$ cat config.mk
export PLATFORM = sky130hd
export DESIGN_NAME = store_extend_shift_exec
export DESIGN_NICKNAME = d
export VERILOG_FILES = /design/src/hw/exec_pkg.sv /design/src/hw/store_extend_shift_exec.sv
export VERILOG_INCLUDE_DIRS = /design/src /design/src/hw
export SDC_FILE = /design/constraint.sdc
export NUM_CORES = 1
export LEC_CHECK = 0
export ABC_AREA = 1
export BUFFER_PORTS_ARGS = -buffer_cell sky130_fd_sc_hd__buf_2
export CORE_MARGIN = 4
export CORE_UTILIZATION = 35
export DETAILED_ROUTE_END_ITERATION = 10
export GPL_TIMING_DRIVEN = 0
export PLACE_DENSITY_LB_ADDON = 0.08
export RECOVER_POWER = 100
export SYNTH_ARGS = -nofsm -noshare
export SYNTH_HDL_FRONTEND = slang
export SYNTH_SLANG_ARGS = --single-unit
$ cat constraint.sdc
create_clock -name clk -period 6 [get_ports clk]
set_clock_uncertainty 0.2 [all_clocks]
set_input_delay 0.3 -clock clk [delete_from_list [all_inputs] [get_ports clk]]
set_output_delay 0.3 -clock clk [all_outputs]
set_load 0.01 [all_outputs]
$ cat src/hw/exec_defines.svh
// Purpose: named offsets, field positions, reset values and codes of the exec block
// Assumes: 32-bit AHB-Lite register window, decoded on the low address byte
// Notes:   bit numbers here are little-endian (bit 0 is the least significant)
`ifndef EXEC_DEFINES_SVH
`define EXEC_DEFINES_SVH

// register byte offsets
`define OFF_CTRL       8'h00
`define OFF_MSW        8'h04
`define OFF_FCW        8'h08
`define OFF_IRQ_STAT   8'h0C
`define OFF_IRQ_MASK   8'h10
`define OFF_W          8

// control register: configuration options
`define CTRL_SMALL     0
`define CTRL_REORDER   1
`define CTRL_BIGEND    2
`define CTRL_W         3
`define CTRL_RST       3'h4

// machine state word fields
`define MSW_CARRY      0
`define MSW_USER       1
`define MSW_VIRT       2
`define MSW_SUSER      3
`define MSW_SVIRT      4
`define MSW_W          5
`define MSW_RST        5'h00

// fault cause word fields
`define FCW_EC_LO      0
`define FCW_EC_HI      4
`define FCW_STORE      5
`define FCW_WORD       6
`define FCW_ZONE       7
`define FCW_RX_LO      8
`define FCW_RX_HI      12
`define FCW_W          13
`define FCW_RST        13'h0000

// fault cause codes
`define EC_XLATE_MISS  5'h12
`define EC_STORAGE     5'h10
`define EC_UNALIGNED   5'h01

// interrupt status bits
`define IRQ_MISS       0
`define IRQ_STORAGE    1
`define IRQ_UNALIGN    2
`define IRQ_ILLEGAL    3
`define IRQ_W          4
`define IRQ_RST        4'h0

// AHB, memory byte lane and immediate width constants
`define HTRANS_NONSEQ  1
`define BYTE_LANES     4
`define IMM_W          16

`endif

$ cat src/hw/exec_pkg.sv
// Purpose: types shared by the exec block and its bench
// Assumes: exec_defines.svh supplies the widths
// Notes:   the issue and lookup groups travel as packed structs
`include "exec_defines.svh"
package exec_pkg;

  // operations carried out by this block
  typedef enum logic [2:0] {
    OP_NONE            = 3'h0,
    store_byte_imm_op  = 3'h1,
    store_half_reg_op  = 3'h2,
    store_half_imm_op  = 3'h3,
    half_sign_widen_op = 3'h4,
    byte_sign_widen_op = 3'h5,
    arith_right_one_op = 3'h6,
    carry_right_one_op = 3'h7
  } op_t;

  // sequencer states, one-hot
  typedef enum logic [1:0] {
    ST_IDLE = 2'b01,
    ST_HOLD = 2'b10
  } state_t;

  // one instruction with its operand values
  typedef struct packed {
    op_t                 op;
    logic                rev;
    logic [4:0]          rd_num;
    logic [31:0]         first_operand_reg;
    logic [31:0]         second_operand_reg;
    logic [31:0]         src_val;
    logic [`IMM_W-1:0]   imm;
    logic                pfx_valid;
    logic [`IMM_W-1:0]   pfx_hi;
  } issue_t;

  // translation answer for the address on lookup_addr
  typedef struct packed {
    logic hit;
    logic no_access;
    logic read_only;
    logic page_rev;
  } xlate_t;

  // data memory write request
  typedef struct packed {
    logic                   we;
    logic [`BYTE_LANES-1:0] be;
    logic [31:0]            addr;
    logic [31:0]            wdata;
  } mem_req_t;

endpackage : exec_pkg

$ cat src/hw/store_extend_shift_exec.sv
// Purpose: byte/halfword stores, sign widening and one-bit right shifts of the core
// Assumes: translation answers combinationally for lookup_addr; one clock, sync reset
// Notes:   software sees options, state and fault words over an AHB-Lite slave
// How it works
// - byte-immediate store uses A plus widened immediate, writes low source byte.
// - sixteen-bit immediate is sign widened unless a prefix supplies upper bits.
// - virtual mode with no translation raises miss fault, code 10010, store flag.
// - virtual mode zone denial raises storage fault, code 10000, zone flag if no-access.
// - no-access denial only counts in user mode; privileged sees read-only only.
// - on miss or storage fault save user and virtual flags, then clear both.
// - check miss, then protection, then alignment; write only when none fires.
// - stores finish in one cycle, or two with the small footprint option.
// - register halfword store uses A plus B, writes low source halfword.
// - reversed halfword store swaps bytes, flipping the effective endianness.
// - reversed halfword store accepted only with reorder support enabled.
// - odd halfword address raises unaligned fault 00001, word 0, store 1, rx.
// - immediate halfword store uses A plus immediate, same checks and data.
// - halfword widen copies bit 15 of A into the upper sixteen bits.
// - byte widen copies bit 7 of A into the upper twenty-four bits.
// - arithmetic right shift keeps sign bit, shifted-out bit goes to carry.
// - carry right shift inserts old carry at top, shifted-out bit to carry.
`timescale 1ns/1ps
`include "exec_defines.svh"
module store_extend_shift_exec
  import exec_pkg::*;
(
  input  wire logic        clk,
  input  wire logic        rst,
  // AHB-Lite register slave
  input  wire logic        hsel,
  input  wire logic [31:0] haddr,
  input  wire logic [1:0]  htrans,
  input  wire logic        hwrite,
  input  wire logic [2:0]  hsize,
  input  wire logic [31:0] hwdata,
  input  wire logic        hready,
  output logic             hreadyout,
  output logic             hresp,
  output logic [31:0]      hrdata,
  // instruction issue
  input  wire logic        issue_valid,
  input  wire issue_t      issue,
  output logic             issue_ready,
  // translation lookup
  output logic [31:0]      lookup_addr,
  input  wire xlate_t      xlate,
  // data memory and results
  output mem_req_t         mem_req,
  output logic             res_valid,
  output logic [4:0]       res_rd,
  output logic [31:0]      res_data,
  output logic             op_done,
  output logic             fault,
  output logic             irq
);

  ////////////////////////////////////////////////////////////////////////////////
  // state and register declarations
  state_t                 state_r;
  issue_t                 op_r;
  logic [`CTRL_W-1:0]     ctrl_r;
  logic [`MSW_W-1:0]      msw_r;
  logic [`FCW_W-1:0]      fcw_r;
  logic [`IRQ_W-1:0]      irq_stat_r;
  logic [`IRQ_W-1:0]      irq_mask_r;
  logic                   wr_pend_r;
  logic [`OFF_W-1:0]      wr_off_r;

  // decode of the instruction now executing
  issue_t                 cur;
  logic                   go;
  logic                   accept;
  logic [31:0]            imm_ext;
  logic [31:0]            offset;
  logic [31:0]            addr;
  logic                   is_store;
  logic                   is_half;
  logic                   vm;
  logic                   user;
  logic                   miss;
  logic                   deny_na;
  logic                   deny_ro;
  logic                   unal;
  logic                   illegal;
  logic                   big;
  logic [1:0]             lane;
  logic [`IRQ_W-1:0]      events;
  logic                   ahb_take;
  logic [`OFF_W-1:0]      ahb_off;
  logic                   stat_read;

  ////////////////////////////////////////////////////////////////////////////////
  // issue sequencing
  // the hold state models the extra cycle of the small footprint build
  assign accept      = issue_valid && (state_r == ST_IDLE);
  assign issue_ready = (state_r == ST_IDLE);
  assign go          = (accept && !ctrl_r[`CTRL_SMALL]) || (state_r == ST_HOLD);

  always_ff @(posedge clk) begin
    if (rst) begin
      state_r <= ST_IDLE;
    end else begin
      unique case (state_r)
        ST_IDLE: begin
          if (accept && ctrl_r[`CTRL_SMALL]) begin
            state_r <= ST_HOLD;
          end
        end

        ST_HOLD: begin
          state_r <= ST_IDLE;
        end

        default: begin
          state_r <= ST_IDLE;
        end
      endcase
    end
  end

  // operand capture for the two-cycle form
  always_ff @(posedge clk) begin
    if (rst) begin
      op_r <= '0;
    end else if (accept) begin
      op_r <= issue;
    end
  end

  ////////////////////////////////////////////////////////////////////////////////
  // address formation and fault checks
  // in the hold cycle the captured copy drives everything, so issue may change
  always_comb begin
    cur      = (state_r == ST_HOLD) ? op_r : issue;
    imm_ext  = cur.pfx_valid ? {cur.pfx_hi, cur.imm}
                             : {{(32-`IMM_W){cur.imm[`IMM_W-1]}}, cur.imm};

    offset   = (cur.op == store_half_reg_op) ? cur.second_operand_reg
                                             : imm_ext;
    addr     = cur.first_operand_reg + offset;
    is_half  = (cur.op == store_half_reg_op) || (cur.op == store_half_imm_op);
    is_store = is_half || (cur.op == store_byte_imm_op);

    // live mode flags
    vm       = msw_r[`MSW_VIRT];
    user     = msw_r[`MSW_USER];

    // fault checks in priority order
    illegal  = go && is_half && cur.rev && !ctrl_r[`CTRL_REORDER];
    miss     = go && is_store && !illegal && vm && !xlate.hit;
    // no-access only bites user code; privileged code only meets read-only
    deny_na  = go && is_store && !illegal && vm && xlate.hit
               && xlate.no_access && user;
    deny_ro  = go && is_store && !illegal && vm && xlate.hit && !deny_na
               && xlate.read_only;
    unal     = go && is_half && !illegal && !miss && !deny_na && !deny_ro
               && addr[0];
  end

  assign lookup_addr = addr;

  // effective endianness: configured order, page bit in virtual mode, reverse flips it
  always_comb begin
    big  = ctrl_r[`CTRL_BIGEND] ^ (vm && xlate.page_rev) ^ (is_half && cur.rev);

    lane = big ? ~addr[1:0] : addr[1:0];
  end

  ////////////////////////////////////////////////////////////////////////////////
  // data memory write port
  // faulting stores leave we and be low, so memory never sees a partial write
  always_ff @(posedge clk) begin
    if (rst) begin
      mem_req <= '0;
    end else begin
      mem_req.we <= 1'b0;
      mem_req.be <= '0;
      if (go && is_store && !illegal && !miss && !deny_na && !deny_ro && !unal) begin
        mem_req.we   <= 1'b1;
        mem_req.addr <= addr;

        if (is_half) begin
          mem_req.wdata <= {2{cur.src_val[15:0]}};
          mem_req.be    <= (big ^ addr[1]) ? 4'b1100 : 4'b0011;

        end else begin
          mem_req.wdata <= {4{cur.src_val[7:0]}};
          mem_req.be    <= 4'b0001 << lane;
        end
      end
    end
  end

  ////////////////////////////////////////////////////////////////////////////////
  // register results of widen and shift operations
  always_ff @(posedge clk) begin
    if (rst) begin
      res_valid <= 1'b0;
      res_rd    <= '0;
      res_data  <= '0;
    end else begin
      res_valid <= 1'b0;
      if (go && !is_store && (cur.op != OP_NONE)) begin
        res_valid <= 1'b1;
        res_rd    <= cur.rd_num;

        unique case (cur.op)
          half_sign_widen_op: begin
            res_data <= {{16{cur.first_operand_reg[15]}},
                         cur.first_operand_reg[15:0]};
          end

          byte_sign_widen_op: begin
            res_data <= {{24{cur.first_operand_reg[7]}},
                         cur.first_operand_reg[7:0]};
          end

          arith_right_one_op: begin
            res_data <= {cur.first_operand_reg[31],
                         cur.first_operand_reg[31:1]};
          end

          carry_right_one_op: begin
            res_data <= {msw_r[`MSW_CARRY],
                         cur.first_operand_reg[31:1]};
          end
          default: begin
            res_data <= res_data;
          end
        endcase
      end
    end
  end

  // completion strobes
  always_ff @(posedge clk) begin
    if (rst) begin
      op_done <= 1'b0;
      fault   <= 1'b0;
    end else begin
      op_done <= go;

      fault   <= illegal || miss || deny_na || deny_ro || unal;
    end
  end

  ////////////////////////////////////////////////////////////////////////////////
  // AHB-Lite slave: zero wait states, always OKAY
  assign hreadyout = 1'b1;
  assign hresp     = 1'b0;
  assign ahb_take  = hsel && hready && htrans[`HTRANS_NONSEQ];
  assign ahb_off   = haddr[`OFF_W-1:0];
  assign stat_read = ahb_take && !hwrite && (ahb_off == `OFF_IRQ_STAT);
  // hsize is not decoded: every register is one whole word

  // write address is held over into the data phase
  always_ff @(posedge clk) begin
    if (rst) begin
      wr_pend_r <= 1'b0;
      wr_off_r  <= '0;
    end else begin
      wr_pend_r <= ahb_take && hwrite;
      wr_off_r  <= ahb_off;
    end
  end

  // read data is registered in the address phase so it stands in the data phase
  always_ff @(posedge clk) begin
    if (rst) begin
      hrdata <= '0;
    end else if (ahb_take && !hwrite) begin
      unique case (ahb_off)
        `OFF_CTRL:     hrdata <= {{(32-`CTRL_W){1'b0}}, ctrl_r};
        `OFF_MSW:      hrdata <= {{(32-`MSW_W){1'b0}}, msw_r};
        `OFF_FCW:      hrdata <= {{(32-`FCW_W){1'b0}}, fcw_r};
        `OFF_IRQ_STAT: hrdata <= {{(32-`IRQ_W){1'b0}}, irq_stat_r};
        `OFF_IRQ_MASK: hrdata <= {{(32-`IRQ_W){1'b0}}, irq_mask_r};

        default:       hrdata <= '0;
      endcase
    end
  end

  // configuration options, steered by software
  always_ff @(posedge clk) begin
    if (rst) begin
      ctrl_r <= `CTRL_RST;
    end else if (wr_pend_r && (wr_off_r == `OFF_CTRL)) begin
      ctrl_r <= hwdata[`CTRL_W-1:0];
    end
  end

  ////////////////////////////////////////////////////////////////////////////////
  // machine state word: a miss or storage fault or a shift beats a software write to the bits it sets in the same cycle
  always_ff @(posedge clk) begin
    if (rst) begin
      msw_r <= `MSW_RST;
    end else begin
      if (wr_pend_r && (wr_off_r == `OFF_MSW)) begin
        msw_r <= hwdata[`MSW_W-1:0];
      end

      if (miss || deny_na || deny_ro) begin
        msw_r[`MSW_SUSER] <= msw_r[`MSW_USER];
        msw_r[`MSW_SVIRT] <= msw_r[`MSW_VIRT];
        msw_r[`MSW_USER]  <= 1'b0;
        msw_r[`MSW_VIRT]  <= 1'b0;
      end

      if (go && ((cur.op == arith_right_one_op) || (cur.op == carry_right_one_op))) begin
        msw_r[`MSW_CARRY] <= cur.first_operand_reg[0];
      end
    end
  end

  // fault cause word; only the fields named for each fault change
  always_ff @(posedge clk) begin
    if (rst) begin
      fcw_r <= `FCW_RST;
    end else begin
      if (wr_pend_r && (wr_off_r == `OFF_FCW)) begin
        fcw_r <= hwdata[`FCW_W-1:0];
      end

      if (miss) begin
        fcw_r[`FCW_EC_HI:`FCW_EC_LO] <= `EC_XLATE_MISS;
        fcw_r[`FCW_STORE]            <= 1'b1;

      end else if (deny_na || deny_ro) begin
        fcw_r[`FCW_EC_HI:`FCW_EC_LO] <= `EC_STORAGE;
        fcw_r[`FCW_STORE]            <= 1'b1;
        fcw_r[`FCW_ZONE]             <= deny_na;

      end else if (unal) begin
        fcw_r[`FCW_EC_HI:`FCW_EC_LO] <= `EC_UNALIGNED;
        fcw_r[`FCW_WORD]             <= 1'b0;
        fcw_r[`FCW_STORE]            <= 1'b1;
        fcw_r[`FCW_RX_HI:`FCW_RX_LO] <= cur.rd_num;
      end
    end
  end

  ////////////////////////////////////////////////////////////////////////////////
  // interrupt status: sticky, cleared by reading it, a new event wins over the clear
  assign events = {illegal, unal, deny_na || deny_ro, miss};

  always_ff @(posedge clk) begin
    if (rst) begin
      irq_stat_r <= `IRQ_RST;
    end else begin
      irq_stat_r <= (stat_read ? '0 : irq_stat_r) | events;
    end
  end

  always_ff @(posedge clk) begin
    if (rst) begin
      irq_mask_r <= `IRQ_RST;
    end else if (wr_pend_r && (wr_off_r == `OFF_IRQ_MASK)) begin
      irq_mask_r <= hwdata[`IRQ_W-1:0];
    end
  end

  // level output while any unmasked event is pending
  always_ff @(posedge clk) begin
    if (rst) begin
      irq <= 1'b0;
    end else begin
      irq <= |(((stat_read ? '0 : irq_stat_r) | events) & irq_mask_r);
    end
  end

endmodule : store_extend_shift_exec

==> summary.txt, run 1 <==
Detailed routing
  – Drc violations: 0
  – TritonRoute pass-1 iters: 5
  – DRT iter0 DRCs: approximately 1300
  – ANT nets after route: 0
  – Total Routed Length: roughly 59000 microns
  – Via count: 15700
  – Drt via density: 4.95
  – DR WL/cell: about 19 microns

Min path
  – Worst hold endpoint: fcw_r[1]
  – Hold wc startpoint: xlate[3]
  – Hold crit path type: in2reg
  – Hold path cells: 6

STA
  – Fin crit period: 5660 ps
  – Setup TNS: 0 ps
  – Worst-Margin Slew: 1300 ps
  – Final setup vio count: 0
  – Slew Limit Headroom: 12.8%
  – RSZ-0062 raised after global routing: false
  – Hold Vio Cnt, Final: 0
  – Final period util: between 90 and 100%
  – Slew Viols, Final: 0
  – Final WS setup: 342 ps
  – Fmax achieved: ~180 MHz

Floorplanning
  – Boundary Pins: 394
  – Core Box Area: between 30000 and 40000 sq um
  – Starting Density: 35.6%
  – Die area: 43900 sq um
  – Chip height: 210 microns
  – Row cnt: between 70 and 80
  – Die Width: 210 microns

Global route
  – Largest net degree at the start of global routing: 13
  – Overflow left after global routing: 0
  – Total track usage: 25.5%
  – Vias in the first global route: 14800
  – Global-route wire length before repair: 87300 microns
  – Initial antenna violation count: 2

Yosys
  – Yosys cell types: 46
  – EDFF count, synth: 0
  – Area of the mapped netlist: 14200 sq um
  – Prevailing post-synth register cell: dfxtp_1
  – Avg Inst Size Synth: 6.75 sq um
  – Synth async-reset ratio: 0%
  – Post-synthesis sequential element count: 269
  – Post-Syn Instances: 2108
  – Number of synthesis warnings: 0
  – Sequential area share after synthesis: 37.9%

Clocking
  – Worst-skew pair later-pin latency: around 540 ps
  – Num CTS Buffers: 34
  – CTS tree: built
  – H-tree Lvls: 2
  – CTS sink count: between 200 and 300
  – Setup Fix Bufs, Post-CTS: 0
  – Reg clk slew, reported paths: 60 ps
  – Clock Path Buffers: 3
  – Clock Tree Root: clkbuf_16

Pwr
  – Max VDD drop: between 0.15 and 0.2 mV
  – Power Total: a little over 5 mW
  – Pwr/cell area: 268 nW/um^2
  – P_leak: 8.33 nW

Finish
  – Design area: 18800 sq um
  – Final net count: 2867
  – Non-Filler Instances: approximately 3200
  – Area growth, synth to finish: 32.3%
  – Layout cells sized above 1: 10.6%

Place
  – Post-DP HPWL: between 40000 and 50000 microns
  – Pre-CTS setup slack: 434 ps
  – DP Area: 16500 sq um
  – Gpl congestion: 0.938
  – # placed instances: 2960
  – IO Port Bufs: 308

Setup path
  – Crit path DAT: a little over 5000 ps
  – RR Endpoint: mem_req[53]
  – Setup slack, reg-to-reg: 1100 ps
  – Setup crit start kind: flip-flop
  – Cells on worst reg2reg path: 17
  – Critical path's largest stage delay: 650 ps
  – Crit path cell chain: inv_1 > nor2_4 > clkbuf_1 > clkbuf_1 > clkbuf_1 > o211ai_1 > o21ai_0 > ha_1 > nand2_1 > nand2_1 > a31oi_1 > nor2_1 > nor2_1 > nand3_1 > xor2_1 > clkbuf_1
  – Kind of critical path: reg2out
  – Buf/Inv on CP: 5
  – Critical path's top delay family: buffers and inverters
  – Slowest-stage cell, CP: clkbuf_1
  – Largest fanout on the critical path: 10
  – RR Startpoint: state_r[1]
  – Critical Path RT: roughly 5500 ps
  – CP endpoint kind: output port
  – Worst path most repeated cell: clkbuf_1

Flow run
  – Total of max-cap violations: 0

Run status
  – Status: finished clean
[final cells by class]
type / count / area [sq um]
Clock buffer: 48 / 1040
Fill cell: 4239 / 21100
Tap cell: 525 / 657
Buffer: 152 / 742
Clock inverter: 9 / 73.8
Timing Repair Buffer: 455 / 2830
Multi-Input combinational cell: 1442 / 7090
Antenna cell: 3 / 7.51
Inverter: 264 / 991
Sequential cell: 269 / 5390
[what timing repair did]
action                                  in CTS  in global routing
endpoints found under the setup margin       6                 13
hold endpoints to repair                   154                  0
resized for setup                            1                  4
hold buffers                               147                  0
[worst max path at each step]
stage / startpoint / depth (start not counted) / end
2_1_floorplan: state_r[0] / 20 / lookup_addr[18]
3_5_place_dp: state_r[0] / 20 / lookup_addr[10]
6_report: state_r[1] / 16 / lookup_addr[21]
4_1_cts: state_r[0] / 20 / lookup_addr[10]
3_3_place_gp: state_r[1] / 20 / lookup_addr[18]
5_1_grt: state_r[1] / 16 / lookup_addr[21]
[report_power, final]
part	internal (mW)	total (mW)	switching [mW]
logic	0.371	1.05	0.674
registers	1.89	1.94	0.0455
clock network	1.24	2.05	0.813
total	3.51	5.04	1.53
[logic make-up (layout without fill, tap and decap cells)]
group           after synthesis  after routing  synth area share, %
xor+xnor                     25             25                 1.54
buf+inv                     416            928                 12.3
mux                           9              9                0.634
compound gates              630            630                 24.0
flops                       269            269                 37.9
simple gates                725            725                 20.8
other cells                   2             24               0.0528
fa+ha+maj                    32             32                 2.87
[stage by stage]
| step | hold slack, ps | utilization [%] |
|---|---|---|
| 3_3_place_gp | 234 | 41.3 |
| 3_5_place_dp | 238 | 41.3 |
| 6_report | 78.7 | 47.1 |
| 4_1_cts | 80.9 | 47.8 |
| 2_1_floorplan | 207 | - |
| 5_1_grt | 110 | 47.1 |
[layout by cell type (no fill, tap or decap), types with 21 or more instances in the layout]
cell type        n
buf_4           30
o211ai_1        39
o21ai_0        279
nand2_1        453
clkbuf_1       244
dlygate4sd3_1  147
ha_1            31
dfxtp_1        269
a21oi_1        243
a31oi_1         22
nand3_1         45
inv_1          263
conb_1          21
buf_2          172
clkbuf_16       37
nor2_1         179
[routing by layer]
| layer | vias to the layer above | track usage (%) | part of all wire (%) |
|---|---|---|---|
| met1 | 7257 | 35.9 | 47 |
| met4 | 2 | 5.90 | 2.0 |
| met5 | - | 0 | 0.022 |
| met3 | 61 | 4.50 | 6.8 |
| met2 | 525 | 41.1 | 45 |
| li1 | 7845 | - | - |
[registers in the layout, indices dropped and copies added, names as in the netlist, 5 cells and up]
register	count
fcw_r	13
msw_r	5
hrdata	13
op_r	122
wr_off_r	8
res_rd	5
res_data	32
mem_req	53
[cells in the mapped netlist (2+ instances only)]
master    instances  area share (%)
nor2_4            3            0.24
mux2i_1           9            0.63
nand4_1          15            0.66
inv_1           260             6.9
a21boi_0          2            0.11
buf_2            13            0.46
nor3_1           14            0.49
o211ai_1         38             2.0
o21ai_0         282             9.9
nor2_1          177             4.7
nand2_1         451              12
nand3_1          44             1.5
a31oi_1          22            0.97
a21oi_1         243             8.6
inv_2             3           0.079
nand2_4           2            0.16
or2_2             6            0.26
o22ai_1           3            0.13
a211oi_1         19             1.0
conb_1            2           0.053
clkbuf_1         83             2.2
nand2_2           2           0.088
buf_4            44             2.3
dfxtp_1         269              38
nand3_2           2            0.14
ha_1             31             2.7
xnor2_1           5            0.31
o21bai_1         10            0.53
a21o_1            3            0.16
nor4_1            2           0.088
o21ai_1           2           0.070
a311oi_1          2            0.12
buf_1            11            0.29
xor2_1           20             1.2
nor2_2            3            0.13
[worst min-delay path, cell delays in order]
cell and delay (ps):
buf_2 100, inv_1 50, nand3_1 130, nand2_1 70
nor2_1 80, nor2_1 40
(Power assumes the default switching activity.)
==> run 2: changes to the inputs <==
--- a/config.mk
+++ b/config.mk
@@ -14,6 +14,7 @@
 export GPL_TIMING_DRIVEN = 0
 export PLACE_DENSITY_LB_ADDON = 0.08
 export RECOVER_POWER = 100
+export REMOVE_ABC_BUFFERS = 1
 export SYNTH_ARGS = -nofsm -noshare
 export SYNTH_HDL_FRONTEND = slang
 export SYNTH_SLANG_ARGS = --single-unit
==> summary.txt, run 2 (synthesis results as in run 1) <==
Run status
  – Status: finished, violations left
  – Failing checks: capacitance limit, slew limit

Place
  – Gpl congestion: 0.893 (-4.8%)
  – # placed instances: 2817 (-4.8%)
  – Post-DP HPWL: 35100 microns (-25%)
  – IO Port Bufs: 309 (+0.32%)
  – DP Area: 16000 sq um (-3.2%)

Global route
  – Global-route wire length before repair: 78500 microns (-10%)
  – Initial antenna violation count: 0 (-2)
  – Total track usage: 22.1% (-3.4 points)
  – Overflow left after global routing: 0 (unchanged)
  – Vias in the first global route: 14200 (-3.9%)
  – Largest net degree at the start of global routing: 125 (+112)

Clocking
  – Num CTS Buffers: 34 (unchanged)
  – H-tree Lvls: 2 (unchanged)
  – CTS sink count: 269 (unchanged)
  – Clock Path Buffers: 3 (unchanged)
  – Clock Tree Root: clkbuf_16
  – Reg clk slew, reported paths: 60 ps (about the same)
  – CTS tree: built
  – Worst-skew pair later-pin latency: 550 ps (about the same)

Setup path
  – Cells on worst reg2reg path: 10 (-7)
  – Kind of critical path: reg2out
  – RR Startpoint: state_r[0]
  – Setup crit start kind: flip-flop
  – Critical Path RT: 5500 ps (about the same)
  – Slowest-stage cell, CP: fa_1
  – CP endpoint kind: output port
  – RR Endpoint: res_data[29]
  – Crit path cell chain: inv_2 > nand2_8 > buf_16 > nand2_1 > nand2_4 > inv_1 > nor2_4 > clkinv_4 > buf_12 > o21ai_0 > ha_1 > inv_1 > fa_1 > o21ai_2 > a21oi_1 > o21bai_1 > nand2_1 > nand2_1 > nand2_1 > nand2_1 > clkbuf_1
  – Critical path's largest stage delay: 490 ps (-160 ps)
  – Crit path DAT: 5090 ps (-70 ps)
  – Setup slack, reg-to-reg: 720 ps (-380 ps)
  – Worst path most repeated cell: nand2_1
  – Buf/Inv on CP: 7 (+2)
  – Critical path's top delay family: buffers and inverters
  – Largest fanout on the critical path: 42 (+32)

Detailed routing
  – DRT iter0 DRCs: 651 (-50%)
  – Top layer in use: met4
  – Total Routed Length: 50700 microns (-14%)
  – Drt via density: 4.89 (-1.4%)
  – Met3 wire length: 2490 microns (-38%)
  – Routed wl met2: 24200 microns (-8.3%)
  – DR WL/cell: 16.7 microns (-10%)
  – Drc violations: 0 (unchanged)
  – ANT nets after route: 0 (unchanged)
  – TritonRoute pass-1 iters: 5 (unchanged)
  – Via count: 14800 (-5.7%)
  – M1 wire length: 22600 microns (-18%)

Finish
  – Layout cells sized above 1: 9.95% (-0.70 points)
  – Area growth, synth to finish: 29.1%
  – Number of flip-flops in the largest register: 122 (unchanged)
  – Post-layout util: 46.0% (-1.2 points)
  – Commonest cells after routing, fill and taps aside: nand2_1, o21ai_0, dfxtp_1
  – # diodes: 0 (-3)
  – Largest regs: op_r (122), mem_req (53), res_data (32)
  – Design area: 18400 sq um (-2.5%)
  – Non-Filler Instances: 3028 (-4.4%)
  – Most common cell after layout, fill and taps aside: nand2_1
  – Final net count: 2729 (-4.8%)
  – Most flops, register: op_r

STA
  – Slew Viols, Final: 82 (+82)
  – Worst-Margin Slew: 3740 ps (+2440 ps)
  – RSZ-0062 raised after global routing: false
  – Fin crit period: 5590 ps (-67.4 ps)
  – Final period util: 93.2% (-1.1 points)
  – Hold_ws: 103 ps (+24.1 ps)
  – Slew Limit Headroom: -149% (-160 points)
  – Hold Vio Cnt, Final: 0 (unchanged)
  – Fmax achieved: 179 MHz (+1.2%)
  – Final setup vio count: 0 (unchanged)

Floorplanning
  – Boundary Pins: 394 (unchanged)
  – Die area: 43900 sq um (unchanged)
  – Core Box Area: 39900 sq um (unchanged)
  – Starting Density: 35.6% (unchanged)
  – Chip height: 210 microns (unchanged)
  – Row cnt: 73 (unchanged)
  – Die Width: 210 microns (unchanged)

Min path
  – Hold wc startpoint: xlate[3]
  – Worst hold endpoint: fcw_r[1]
  – Hold path cells: 6 (unchanged)
  – Hold crit path type: in2reg

Pwr
  – Max VDD drop: 0.198 mV (+5.1%)
  – Sw frac: 29.9% (-0.49 points)
  – Net switching power: 1.48 mW (-3.3%)
  – Comb pwr share: 20.1% (-0.6 points)
  – Share of power burned in the clock network: 40.9% (about the same)
  – Pwr/cell area: 270 nW/um^2 (+0.74%)
  – Sequential share of power: 39.1% (+0.6 points)
  – P_leak: 8.04 nW (-3.5%)
  – Internal: 3.47 mW (-1.0%)
  – Power Total: 4.95 mW (-1.7%)

Flow run
  – Total of max-cap violations: 2 (+2)
[run 2: cell types whose count changed in the layout (fill, tap and decap cells not counted), sizes merged, moves of 3 or more]
cell / delta
diode: -3
buf: -42
clkinv: -3
clkbuf: -94
[run 2: worst max-delay path by stage]
stage                     startpoint               to  cells after the start
after floorplan           state_r[0]  lookup_addr[18]                     18
after global placement    state_r[0]  lookup_addr[30]                     19
after detailed placement  state_r[0]  lookup_addr[30]                     21
after CTS                 state_r[0]  lookup_addr[30]                     21
after global routing      state_r[0]  lookup_addr[30]                     21
final                     state_r[0]  lookup_addr[18]                     21
[run 2: what timing repair did]
action	CTS	global route
hold buffers	147	0
cloned	1	2
pin swaps	1	2
setup endpoints to repair	79	16
gates resized for setup	8	2
buffers inserted	1	1
endpoints found under the hold margin	173	0
[run 2: worst min-delay path, stage by stage]
cell	delay [ps]
buf_2	110
inv_1	70
nand3_1	120
nand2_1	60
nor2_1	90
nor2_1	40
[run 2: layout make-up]
cell class	instances	area [sq um]
Clock buffer	52	990
Clock inverter	7	88.8
Fill cell	4318	21600
Inverter	264	1010
Multi-Input combinational cell	1443	7210
Sequential cell	269	5390
Tap cell	525	657
Timing Repair Buffer	467	3010
Timing Repair inverter	1	5.00
[run 2: power groups by stage]
stage               clock network, mW  registers [mW]  logic [mW]
finish                           2.02            1.93       0.994
global route                     2.15            1.95        1.11
CTS                              2.09            1.93        1.03
detailed placement                  0            1.97       0.941
global placement                    0            1.97       0.936
floorplan                           0            1.99       0.527
[run 2: layer usage]
layer | vias to the layer above | global-route usage, %
met5 | - | 0
met4 | 0 | 6.84
met3 | 72 | 3.41
met2 | 339 | 37.9
met1 | 6807 | 28.7
li1 | 7580 | -
[run 2: metrics by stage]
step,setup TNS (ps),worst slack [ps]
global placement,-544550,-4740
global route,0,121
floorplan,-27300,-689
detailed placement,-8400,-635
finish,0,409
CTS,0,71.4
